### config.mk
export PLATFORM = sky130hd
export DESIGN_NAME = neg_mac_cross_halfword
export DESIGN_NICKNAME = d
export VERILOG_FILES = /design/src/include/nmac_pkg.sv /design/src/design/neg_mac_cross_halfword.sv
export SDC_FILE = /design/constraint.sdc
export NUM_CORES = 1
export LEC_CHECK = 0
export ABC_AREA = 1
export BUFFER_PORTS_ARGS = -buffer_cell sky130_fd_sc_hd__clkbuf_2
export CORE_MARGIN = 2
export CORE_UTILIZATION = 34
export DETAILED_ROUTE_END_ITERATION = 6
export SYNTH_ARGS = -nofsm -noshare
export SYNTH_HDL_FRONTEND = slang
export SYNTH_SLANG_ARGS = --single-unit
export TNS_END_PERCENT = 100
### constraint.sdc
create_clock -name clock -period 12.6 [get_ports clock]
set_input_delay 2.52 -clock clock [delete_from_list [all_inputs] [get_ports clock]]
set_output_delay 2.52 -clock clock [all_outputs]
set_load 0.05 [all_outputs]
### src/include/nmac_pkg.sv
`default_nettype none
package nmac_pkg;

	localparam int DATA_W = 32;
	localparam int ADDR_W = 4;

	// Word offsets on the register bus
	localparam logic [ADDR_W-1:0] OFF_FIRST  = 4'h0;
	localparam logic [ADDR_W-1:0] OFF_SECOND = 4'h1;
	localparam logic [ADDR_W-1:0] OFF_DEST   = 4'h2;
	localparam logic [ADDR_W-1:0] OFF_CMD    = 4'h3;
	localparam logic [ADDR_W-1:0] OFF_EXC    = 4'h4;
	localparam logic [ADDR_W-1:0] OFF_COND   = 4'h5;
	localparam logic [ADDR_W-1:0] OFF_STATUS = 4'h6;
	localparam logic [ADDR_W-1:0] OFF_MASK   = 4'h7;

	// Command word bits
	localparam int CMD_SAT_BIT = 0;
	localparam int CMD_OVE_BIT = 1;
	localparam int CMD_REC_BIT = 2;

	// Fixed-point exception register bits
	localparam int EXC_OVF_BIT = 0;
	localparam int EXC_SO_BIT  = 1;

	// Interrupt status bits
	localparam int IRQ_DONE_BIT = 0;
	localparam int IRQ_OVF_BIT  = 1;
	localparam int IRQ_W        = 2;

	localparam logic [DATA_W-1:0] REG_RESET = 32'h0000_0000;
	localparam logic [DATA_W-1:0] SAT_MAX   = 32'h7fff_ffff;
	localparam logic [DATA_W-1:0] SAT_MIN   = 32'h8000_0000;

	typedef struct packed {
		logic record;
		logic ovf_en;
		logic saturate;
	} mac_form_t;

	typedef struct packed {
		logic so;
		logic overflow_flag;
	} exc_t;

	typedef struct packed {
		logic lt;
		logic gt;
		logic eq;
		logic so;
	} cond_t;

endpackage
`default_nettype wire

### src/design/neg_mac_cross_halfword.sv
// Decided for this implementation: register access over Avalon-MM and the placing of the registers.
`timescale 1ns/10ps
`default_nettype none
// What this block does
// RULE_01: Multiply low halfword of first source by high halfword of second, signed.
// RULE_02: Subtract the product from the destination, forming a 33-bit result.
// RULE_03: Modulo forms keep the low 32 bits of that result unclamped.
// RULE_04: Saturating forms clamp on overflow, else keep the low 32 bits.
// RULE_05: Plain forms change only the destination, no flags.
// RULE_06: Record forms update condition field zero from the written value.
// RULE_07: Overflow-enabled forms update overflow and summary-overflow flags only.
// RULE_08: Overflow-enabled record forms update both flags and condition field.
// RULE_09: Clamp to 7fffffff or 80000000 when bits 32 and 31 differ.
// RULE_10: Overflow flag follows each result; summary overflow is sticky.
module neg_mac_cross_halfword
	import nmac_pkg::*;
(
	input  wire logic              clock,
	input  wire logic              srst,
	input  wire logic [ADDR_W-1:0] address,
	input  wire logic              read,
	input  wire logic              write,
	input  wire logic [DATA_W-1:0] writedata,
	output logic      [DATA_W-1:0] readdata,
	output logic                   waitrequest,
	output logic                   irq
);

	logic [DATA_W-1:0] first_source_register;
	logic [DATA_W-1:0] second_source_register;
	logic [DATA_W-1:0] dest;
	exc_t              fixed_point_exception_register;
	cond_t             condition_field_zero;
	logic [IRQ_W-1:0]  status;
	logic [IRQ_W-1:0]  mask;

	logic [DATA_W-1:0] next_first;
	logic [DATA_W-1:0] next_second;
	logic [DATA_W-1:0] next_dest;
	exc_t              next_exc;
	cond_t             next_cond;
	logic [IRQ_W-1:0]  next_status;
	logic [IRQ_W-1:0]  next_mask;
	logic [DATA_W-1:0] next_readdata;
	logic              next_waitrequest;
	logic              next_irq;

	logic              accept;
	logic              exec;
	mac_form_t         form;
	logic signed [31:0] product;
	logic [32:0]       inter;
	logic              ovf;
	logic [DATA_W-1:0] result;
	logic [IRQ_W-1:0]  events;

	// Bus answers one cycle after the request is seen
	assign accept = (read || write) && !waitrequest;
	assign exec   = accept && write && (address == OFF_CMD);
	assign form   = mac_form_t'(writedata[CMD_REC_BIT:CMD_SAT_BIT]);

	always_comb begin
		product = $signed(first_source_register[15:0])
			* $signed(second_source_register[31:16]); // RULE_01
		inter = {dest[31], dest} - {product[31], product}; // RULE_02
		ovf = inter[32] ^ inter[31]; // RULE_09
		if (form.saturate && ovf) begin
			result = inter[32] ? SAT_MIN : SAT_MAX; // RULE_04 RULE_09
		end else begin
			result = inter[31:0]; // RULE_03
		end
	end

	always_comb begin
		next_first       = first_source_register;
		next_second      = second_source_register;
		next_dest        = dest;
		next_exc         = fixed_point_exception_register;
		next_cond        = condition_field_zero;
		next_status      = status;
		next_mask        = mask;
		next_readdata    = readdata;
		next_waitrequest = 1'b1;
		events           = '0;
		if ((read || write) && waitrequest) begin
			next_waitrequest = 1'b0;
			unique case (address)
				OFF_FIRST:  next_readdata = first_source_register;
				OFF_SECOND: next_readdata = second_source_register;
				OFF_DEST:   next_readdata = dest;
				OFF_EXC:    next_readdata = {30'h0,
					fixed_point_exception_register};
				OFF_COND:   next_readdata = {28'h0, condition_field_zero};
				OFF_STATUS: next_readdata = {30'h0, status};
				OFF_MASK:   next_readdata = {30'h0, mask};
				default:    next_readdata = REG_RESET;
			endcase
		end
		if (accept && write) begin
			unique case (address)
				OFF_FIRST:  next_first = writedata;
				OFF_SECOND: next_second = writedata;
				OFF_DEST:   next_dest = writedata;
				OFF_EXC:    next_exc = exc_t'(writedata[1:0]);
				OFF_MASK:   next_mask = writedata[IRQ_W-1:0];
				default:    next_dest = dest;
			endcase
		end
		if (exec) begin
			next_dest = result; // RULE_03 RULE_04 RULE_05
			events[IRQ_DONE_BIT] = 1'b1;
			events[IRQ_OVF_BIT] = ovf;
			if (form.ovf_en) begin
				next_exc.overflow_flag = ovf; // RULE_07 RULE_10
				// Summary overflow sets here or on a bus write to the exception register
				next_exc.so = fixed_point_exception_register.so | ovf;
			end
			if (form.record) begin
				next_cond.lt = result[31]; // RULE_06 RULE_08
				next_cond.gt = !result[31] && (result != '0);
				next_cond.eq = (result == '0);
				next_cond.so = next_exc.so;
			end
		end
		// Read clears status, but a same-cycle event still lands
		if (accept && read && (address == OFF_STATUS)) begin
			next_status = '0;
		end
		next_status = next_status | events;
		next_irq = |(next_status & next_mask);
	end

	always_ff @(posedge clock) begin
		if (srst) begin
			first_source_register          <= REG_RESET;
			second_source_register         <= REG_RESET;
			dest                           <= REG_RESET;
			fixed_point_exception_register <= '0;
			condition_field_zero           <= '0;
			status                         <= '0;
			mask                           <= '0;
			readdata                       <= REG_RESET;
			waitrequest                    <= 1'b1;
			irq                            <= 1'b0;
		end else begin
			first_source_register          <= next_first;
			second_source_register         <= next_second;
			dest                           <= next_dest;
			fixed_point_exception_register <= next_exc;
			condition_field_zero           <= next_cond;
			status                         <= next_status;
			mask                           <= next_mask;
			readdata                       <= next_readdata;
			waitrequest                    <= next_waitrequest;
			irq                            <= next_irq;
		end
	end

	// Independent reference for the checks below
	logic signed [31:0] ref_product;
	logic [32:0]        ref_inter;
	// Sign-extended by hand so the check does not share the datapath's form
	assign ref_product = {{16{first_source_register[15]}},
			first_source_register[15:0]}
		* {{16{second_source_register[31]}},
			second_source_register[31:16]};
	assign ref_inter = {dest[31], dest} - {ref_product[31], ref_product};
endmodule
`default_nettype wire

After elaboration in Yosys (flattened, before gate mapping)
Index checks and enable logic that the tools add are counted.

Register bits after elaboration: 140. Bits in latches: 0. RAM bits: 0. Bits in read-only memories: 0. Bits of input ports: 40. Memories kept: 0.

Add/subtract/negate cells: 1. $mul: 1. Divide/modulo/power cells: 0. $lt $le $gt $ge: 0. Equality and inequality tests: 7. Shifts and indexed selects: 0. Muxes and demuxes: 15. Bitwise gates (word level): 4. Reductions and logical operators: 21.

Operators by type and width (count): 32-bit one-hot mux with 7 select lines (1); 32-bit two-way mux (5); 32-bit by 32-bit subtractor with 33-bit output (1); 32-bit logical NOT (1); 16-bit by 16-bit multiplier with 32-bit output (1); 32-bit nonzero test (1); 4-bit by 3-bit equality test with 1-bit output (second input constant) (4); 2-bit two-way mux (8); 4-bit by 2-bit equality test with 1-bit output (second input constant) (2); 1-bit logical AND (8); 2-bit AND reduction (4); 4-bit by 1-bit equality test with 1-bit output (second input constant) (1); 4-bit logical NOT (1); 2-bit nonzero test (2); 2-bit bitwise AND (1); 1-bit logical NOT (2); 2-bit bitwise OR (1); 2-bit OR reduction (1); 1-bit logical OR (1); 1-bit two-way mux (1); 1-bit bitwise OR (1); 1-bit XOR (1).

Logic depth before layout (Yosys ltp)
Gate-level depths: netlist of run 1.

Word-level depth: 8. Mapped depth: 38.

Worst setup path after synthesis of run 1
Ideal clock, no wire load.

Path kind: reg2reg. From: register first_source_register[15]. To: register condition_field_zero[2] (netlist bit). Setup time: 132 ps. Data arrival time: 6382 ps. Data required time: 12468 ps. Path slack: 6086 ps. Cell stages (with the launch flop): 34. Clock period less this slack: 6514 ps. Cells stage by stage: dfxtp_1 -> buf_2 -> buf_1 -> nand2_1 -> inv_1 -> fa_1 -> fa_1 -> inv_1 -> fa_1 -> fa_1 -> fa_1 -> inv_1 -> fa_1 -> inv_1 -> ha_1 -> nand2_1 -> nor2_1 -> inv_1 -> nor4_1 -> nand2_1 -> nand2b_1 -> nand2_1 -> nand2_1 -> inv_1 -> nand2_2 -> nand3_2 -> buf_6 -> buf_6 -> o41ai_2 -> nand2_1 -> nor2_2 -> nand3_2 -> nand2_1 -> a21oi_1.

Longest elaborated chain between the ends: 7.

Ends and longest elaborated chain: from (decl) (RTL line neg_mac_cross_halfword.sv:29) `logic [DATA_W-1:0] first_source_register;`; from (signal assigned) (RTL line neg_mac_cross_halfword.sv:146) `first_source_register <= next_first;`; 16-bit by 16-bit multiplier with 32-bit output * (RTL line neg_mac_cross_halfword.sv:64) `* $signed(second_source_register[31:16]);`; 32-bit by 32-bit subtractor with 33-bit output * (RTL line neg_mac_cross_halfword.sv:65) `inter = {dest[31], dest} - {product[31], product};`; 1-bit XOR (RTL line neg_mac_cross_halfword.sv:66) `ovf = inter[32] ^ inter[31];`; 1-bit logical AND (RTL line neg_mac_cross_halfword.sv:67) `if (form.saturate && ovf) begin`; 32-bit two-way mux * (RTL line neg_mac_cross_halfword.sv:67); 32-bit nonzero test or 1-bit logical NOT (tied branches) (RTL line neg_mac_cross_halfword.sv:120) `next_cond.gt = !result[31] && (result != '0);`; 1-bit logical AND * (RTL line neg_mac_cross_halfword.sv:120); to (signal assigned) (RTL line neg_mac_cross_halfword.sv:150) `condition_field_zero <= next_cond;`; to (decl) (RTL line neg_mac_cross_halfword.sv:33) `cond_t condition_field_zero;`.

Mark *: on every way between the ends. The rest lies on a longest branch, timed or not. A chain may end at the register's enable or synchronous reset.

Final worst setup path of run 1
From: register second_source_register[18]. To: register dest[28].

Longest elaborated chain between the ends: 6.

Ends and longest elaborated chain: from (decl) (RTL line neg_mac_cross_halfword.sv:30) `logic [DATA_W-1:0] second_source_register;`; from (signal assigned) (RTL line neg_mac_cross_halfword.sv:147) `second_source_register <= next_second;`; 16-bit by 16-bit multiplier with 32-bit output * (RTL line neg_mac_cross_halfword.sv:64); 32-bit by 32-bit subtractor with 33-bit output * (RTL line neg_mac_cross_halfword.sv:65); 1-bit XOR (RTL line neg_mac_cross_halfword.sv:66); 1-bit logical AND (RTL line neg_mac_cross_halfword.sv:67); 32-bit two-way mux * (RTL line neg_mac_cross_halfword.sv:67); 32-bit two-way mux * (RTL line neg_mac_cross_halfword.sv:109) `if (exec) begin`; to (signal assigned) (RTL line neg_mac_cross_halfword.sv:148) `dest <= next_dest;`; to (decl) (RTL line neg_mac_cross_halfword.sv:31) `logic [DATA_W-1:0] dest;`.

Marked as above.

==> metrics.md, run 1 <==
| Metric | Value |
|---|---|
| Outcome | complete, no violations |
| CP required | 12.94 ns |
| Most used DFF post-synth | dfxtp_1 |
| Die H | 236 um |
| Post-Syn Area | 18300 um^2 |
| Fin Hold WS | 0.455 ns |
| GR Util All Layers | 0.191 |
| Syn nets | 2878 |
| Internal reg-to-reg setup slack | 4.00 ns |
| IO Pins | 74 |
| Startpoint Class | flip-flop |
| CP Data Arrival Time | 8.95 ns |
| RSZ-0062 raised after global routing | no |
| Area Overhead vs Synth | 8.17% |
| Unique cell type count in the Yosys netlist | 47 |
| DRC errors left | 0 |
| PortBufs | 73 |
| Total power | 1.27 mW |
| Via/cell ratio | 4.88 |
| Die W | 236 um |
| Least-Margin Pin Slew | 1.22 ns |
| Final Hold Vio Count | 0 |
| Flops & latches, synth | 140 |
| Int Pwr | 822 uW |
| Clock tree buffer depth | 2 |
| DR vias | 15300 |
| Post_cts resized | 0 |
| Warnings from Yosys | 0 |
| CTS Sinks | 140 |
| Worst hold path type | reg -> reg |
| Die area | 55600 um^2 |
| Initial antenna violation count | 0 |
| Final Util | 0.374 |
| Fmax | 116 MHz |
| Routed length per instance | 16.6 um |
| Total gr overflow | 0 |
| Net Switching | 444 uW |
| LEAKAGE | 9.89 nW |
| Number of global-route vias before repair | 16100 |
| CTS tree | yes |
| Routed Antenna Nets | 0 |
| Proportion of layout cells with a drive suffix above 1 | 0.0651 |
| Hold Buf Count CTS | 0 |
| Maximum VDD drop | 74.1 uV |
| WS Path Type | reg -> reg |
| CP Capture Type | flip-flop |
| DRT Wirelength | 51.8 mm |
| Sequential power share | 0.358 |
| Core Area | 52900 um^2 |
| Fin. max-slew vios | 0 |
| Register area share after synthesis | 0.153 |
| Post-synth top cells | inv_1, nand2_1, fa_1, dfxtp_1, a21oi_1 |
| Clock root cell | clkbuf_16 |
| Switching share of total power | 0.351 |
| Worst path most repeated cell | inv_1 |
| Final Cycle Share | 0.683 |
| Clock slew seen by the registers of the worst setup and hold paths | 0.07 ns |
| Clk_lat worst skew | 0.42 ns |
| Clock Power Share | 0.399 |
| Post-Route Setup TNS | 0 ns |
| Final Net Count | 2868 |
| Largest net degree at the start of global routing | 72 |
| Initial Util | 0.346 |
| GP Congestion | 0.958 |
| Count leader, synth | inv_1 |
| Hpwl dp | 41.9 mm |
| Max-cap violations | 0 |
| # diodes | 0 |
| Synth top area cells | fa_1, dfxtp_1, inv_1 |
| Relative slew slack | 0.188 |
| Combinational Power Share | 0.244 |
| First-pass GRT wire length | 85.1 mm |
| Final setup violation count | 0 |
| Largest incremental delay on the critical path | 0.92 ns |
| Num rows | 84 |
| TritonCTS Buffers | 17 |
| Cells after Synth | 2438 |
| Post-Syn Area per Cell | 7.50 um^2 |
| Iter 0 DRT Violations | 946 |
| Drt pass-1 iters | 5 |
| Setup Skew | 0.0106 ns |
| Ys async rst share | 0 |
| CP max FO | 38 |
| CTS HTree Levels | 4 |
| Post-synth EDFFs | 0 |
| Leading area contributor after synthesis | fa_1 |
| Min Clock Period, post-route | 8.60 ns |
| Post-synth top area share | 0.334 |
| Post-CTS setup buffers | 0 |
| Worst path slowest cell | dfxtp_1 |
| Pwr/cell area | 64.0 nW/um^2 |
==> layout by cell type (no fill, tap or decap), types with 3 or more instances in the layout <==
master / instances
inv_6: 5
nor2_1: 133
a21oi_1: 138
o211ai_1: 45
clkinv_4: 3
o221ai_1: 17
clkbuf_16: 17
nand2_2: 10
nand3_2: 5
o41ai_1: 3
nand3_1: 29
nand2_1: 580
nor3_1: 7
o21ai_1: 3
inv_1: 629
buf_4: 19
dfxtp_1: 140
o31ai_1: 3
nand4_1: 6
clkbuf_2: 73
xnor2_1: 17
o21ai_2: 4
inv_8: 3
o21bai_1: 8
fa_1: 305
o21ai_0: 89
xor2_1: 14
or2_2: 4
a31oi_1: 6
ha_1: 95
==> layout make-up <==
class                           instances  area, um^2
Clock buffer                           18         439
Multi-Input combinational cell       1545       12600
Clock inverter                         14         149
Fill cell                            5501       33100
Timing Repair Buffer                   92         508
Sequential cell                       140        2800
Inverter                              632        2370
Tap cell                              688         861
==> through the flow <==
step           instances  setup WS (ns)  cell area, um^2
2_1_floorplan       2438           6.09            18300
3_3_place_gp        3097           4.27            19200
3_5_place_dp        3097           3.97            19200
4_1_cts             3129           3.95            19800
5_1_grt             3129           3.37            19800
6_report            3129           4.00            19800
==> critical path, delay by kind of cell (launching register included) <==
kind,cells,cell delay (ns)
compound gates,4,0.86
simple gates,10,1.87
flops,1,0.92
fa+ha+maj,7,3.63
buf+inv,7,1.19
==> power groups by stage <==
stage / Clock (mW) / Sequential [mW] / Combinational (mW)
floorplan: 0 / 0.459 / 0.218
global placement: 0 / 0.463 / 0.305
detailed placement: 0 / 0.463 / 0.302
CTS: 0.506 / 0.453 / 0.304
global route: 0.525 / 0.453 / 0.339
finish: 0.505 / 0.453 / 0.308
==> final timing paths <==
check,depth (start not counted),to,from
min reg2reg,2,second_source_register[6]$_SDFFE_PP0P_,second_source_register[6]$_SDFFE_PP0P_
min,2,second_source_register[6]$_SDFFE_PP0P_,second_source_register[6]$_SDFFE_PP0P_
max,28,dest[28]$_SDFFE_PP0P_,second_source_register[18]$_SDFFE_PP0P_
max reg2reg,28,dest[28]$_SDFFE_PP0P_,second_source_register[18]$_SDFFE_PP0P_
==> flip-flops by register name, summed over array words and instances (netlist names) <==
name / count
dest: 32
first_source_register: 32
readdata: 32
second_source_register: 32
condition_field_zero: 4
fixed_point_exception_register: 2
mask: 2
status: 2
irq: 1
waitrequest: 1
==> cell families (layout without fill, tap and decap cells) <==
group	after synthesis	in the layout	synth area share
AO/OA/AOI/OAI	328	328	0.106
XOR/XNOR	31	31	0.0149
adder cells (fa/ha/maj)	400	400	0.399
buffers and inverters	753	756	0.156
flip-flops	140	140	0.153
AND/OR/NAND/NOR	786	786	0.171
==> metal layers <==
metal,part of all wire,wire length [um],up-vias,global-route usage
met3,0.059,3050,73,0.0252
li1,-,-,7169,-
met4,0.022,1120,0,0.0504
met2,0.48,24800,471,0.323
met5,0,0,-,0
met1,0.44,22900,7569,0.258
Note: power is estimated with default switching activity, not from simulation.
==> inputs of run 2 (changes only) <==
clock period = 7.5 ns   (was 12.6 ns; I/O delays follow)
==> run 2 against run 1 <==
Sequential power rose by 68%; sequential cell count stayed put; register-to-register slack lost 3.5 ns; clock power grew 89%; clock skew barely moved; critical path depth grew 3.
==> metrics.md, run 2 (same netlist as run 1, synthesis figures left out) <==
| Metric | Value |
|---|---|
| Worst R2R Start | first_source_register[15]$_SDFFE_PP0P_ |
| Min Clock Period, post-route | 7.01 ns (-1.59 ns) |
| Initial antenna violation count | 0 (unchanged) |
| Hpwl dp | 44.1 mm (+5.3%) |
| GR Util All Layers | 0.198 (+0.00623) |
| Pwr/cell area | 111 nW/um^2 (+74%) |
| Via/cell ratio | 4.87 (-0.29%) |
| Least-Margin Pin Slew | 1.33 ns (+0.114 ns) |
| Final setup violation count | 0 (unchanged) |
| Die W | 236 um (unchanged) |
| Hold Path End | second_source_register[5]$_SDFFE_PP0P_ |
| Fin Hold WS | 0.454 ns (-0.000877 ns) |
| Fmax | 143 MHz (+23%) |
| Clock root cell | clkbuf_16 |
| Clock slew seen by the registers of the worst setup and hold paths | 0.06 ns (about the same) |
| CP required | 7.78 ns (-5.16 ns) |
| CTS HTree Levels | 4 (unchanged) |
| Commonest non-fill, non-tap cells in the layout | inv_1, nand2_1, fa_1, a21oi_1, dfxtp_1 |
| Area Overhead vs Synth | 9.71% |
| Family with the most delay on the worst path | adder cells |
| CTS tree | yes |
| Routed length per instance | 17.0 um (+2.7%) |
| RSZ-0062 raised after global routing | no |
| Reg2Reg Depth | 31 (+11%) |
| CP max FO | 26 (-32%) |
| Startpoint Class | flip-flop |
| Total gr overflow | 0 (unchanged) |
| Num rows | 84 (unchanged) |
| Buf/Inv on CP | 8 (+1) |
| Final Cycle Share | 0.935 (+0.252) |
| Final Net Count | 2896 (+0.98%) |
| Setup WS pre-CTS | 0.417 ns (-3.56 ns) |
| Relative slew slack | 0.112 (-0.0763) |
| PortBufs | 73 (unchanged) |
| # diodes | 0 (unchanged) |
| GP Congestion | 0.918 (-4.2%) |
| TritonCTS Buffers | 17 (unchanged) |
| Hold path depth | 2 (unchanged) |
| Largest incremental delay on the critical path | 0.65 ns (-0.27 ns) |
| Hold Buf Count CTS | 0 (unchanged) |
| Post-CTS setup buffers | 0 (unchanged) |
| Post-Route Setup TNS | 0 ns (unchanged) |
| LEAKAGE | 10.1 nW (+1.9%) |
| Clock tree buffer depth | 2 (unchanged) |
| First-pass GRT wire length | 86.8 mm (+2.1%) |
| Setup Skew | 0.0109 ns (+0.000275 ns) |
| DR vias | 15400 (+0.57%) |
| Worst path slowest cell | fa_1 |
| Fin. max-slew vios | 0 (unchanged) |
| Final Hold Vio Count | 0 (unchanged) |
| Largest net degree at the start of global routing | 72 (unchanged) |
| Max-cap violations | 0 (unchanged) |
| CP Data Arrival Time | 7.29 ns (-1.66 ns) |
| Hold wc startpoint | second_source_register[5]$_SDFFE_PP0P_ |
| Post_cts resized | 0 (unchanged) |
| Die area | 55600 um^2 (unchanged) |
| DRT Wirelength | 53.7 mm (+3.6%) |
| Most common cell after layout, fill and taps aside | inv_1 |
| Maximum VDD drop | 162 uV (+120%) |
| Core Area | 52900 um^2 (unchanged) |
| Internal reg-to-reg setup slack | 0.49 ns (-3.51 ns) |
| CP Capture Type | flip-flop |
| Total power | 2.24 mW (+77%) |
| Worst hold path type | reg -> reg |
| Routed Antenna Nets | 0 (unchanged) |
| Final Worst Setup Slack | 0.489 ns (-3.51 ns) |
| WS Path Type | reg -> reg |
| Die H | 236 um (unchanged) |
| DRC errors left | 0 (unchanged) |
| Worst path most repeated cell | nand2_1 |
| Proportion of layout cells with a drive suffix above 1 | 0.0766 (+0.0114) |
| Clk_lat worst skew | 0.43 ns (about the same) |
| Critical Path Source | first_source_register[15]$_SDFFE_PP0P_ |
| Outcome | complete, no violations |
| Number of global-route vias before repair | 16200 (+0.78%) |
| Initial Util | 0.346 (unchanged) |
| Iter 0 DRT Violations | 873 (-7.7%) |
| Drt pass-1 iters | 5 (unchanged) |
| CTS Sinks | 140 (unchanged) |
| IO Pins | 74 (unchanged) |
| Worst reg2reg endpoint | condition_field_zero[2]$_SDFFE_PP0P_ |
-- run 2: cell count changes in the layout (fill, tap and decap cells not counted), moves of 2 or more --
cell / before / now
inv_6: 5 / 1
dfxtp_2: 0 / 3
dfxtp_1: 140 / 137
buf_4: 19 / 47
bufinv_16: 1 / 5
inv_8: 3 / 1
-- run 2: how the worst max path moves through the flow --
stage	cells after the start	slack (ns)	end
finish	31	0.49	condition_field_zero[2]$_SDFFE_PP0P_
global route	29	0.02	dest[7]$_SDFFE_PP0P_
CTS	30	0.39	condition_field_zero[2]$_SDFFE_PP0P_
detailed placement	30	0.42	condition_field_zero[2]$_SDFFE_PP0P_
global placement	30	0.45	condition_field_zero[2]$_SDFFE_PP0P_
floorplan	33	0.99	condition_field_zero[2]$_SDFFE_PP0P_
-- run 2: power breakdown --
group          leakage, nW  switching, mW  internal (mW)
Sequential            1.13         0.0113          0.750
Combinational         8.63          0.362          0.160
Clock                0.316          0.351          0.602
Total                 10.1          0.724           1.51
-- run 2: cell type report --
class | instances | area [um^2]
clock buffers | 19 | 443
clock inverters | 12 | 213
fillers | 5550 | 32800
inverters | 632 | 2370
multi-input cells | 1545 | 12600
flip-flops and latches | 140 | 2810
well taps | 688 | 861
repair buffers | 120 | 718
-- run 2: layer usage --
layer | share of wire | track usage | vias to the layer above
li1 | - | - | 7224
met1 | 0.44 | 0.267 | 7555
met2 | 0.46 | 0.325 | 508
met3 | 0.065 | 0.0276 | 82
met4 | 0.031 | 0.0666 | 0
met5 | 0 | 0 | -
-- run 2: stage by stage --
stage	cells	area, um^2	utilization
finish	3156	20100	0.379
global route	3156	20100	0.379
CTS	3156	20000	0.379
detailed placement	3125	19400	0.367
global placement	3125	19400	0.367
floorplan	2438	18300	-
-- run 2: worst register-to-register path, delay by kind of cell (launching register included) --
kind	cells	cell delay, ns
flops	1	0.46
buf+inv	8	1.14
compound gates	1	0.05
simple gates	15	1.76
fa+ha+maj	7	3.44
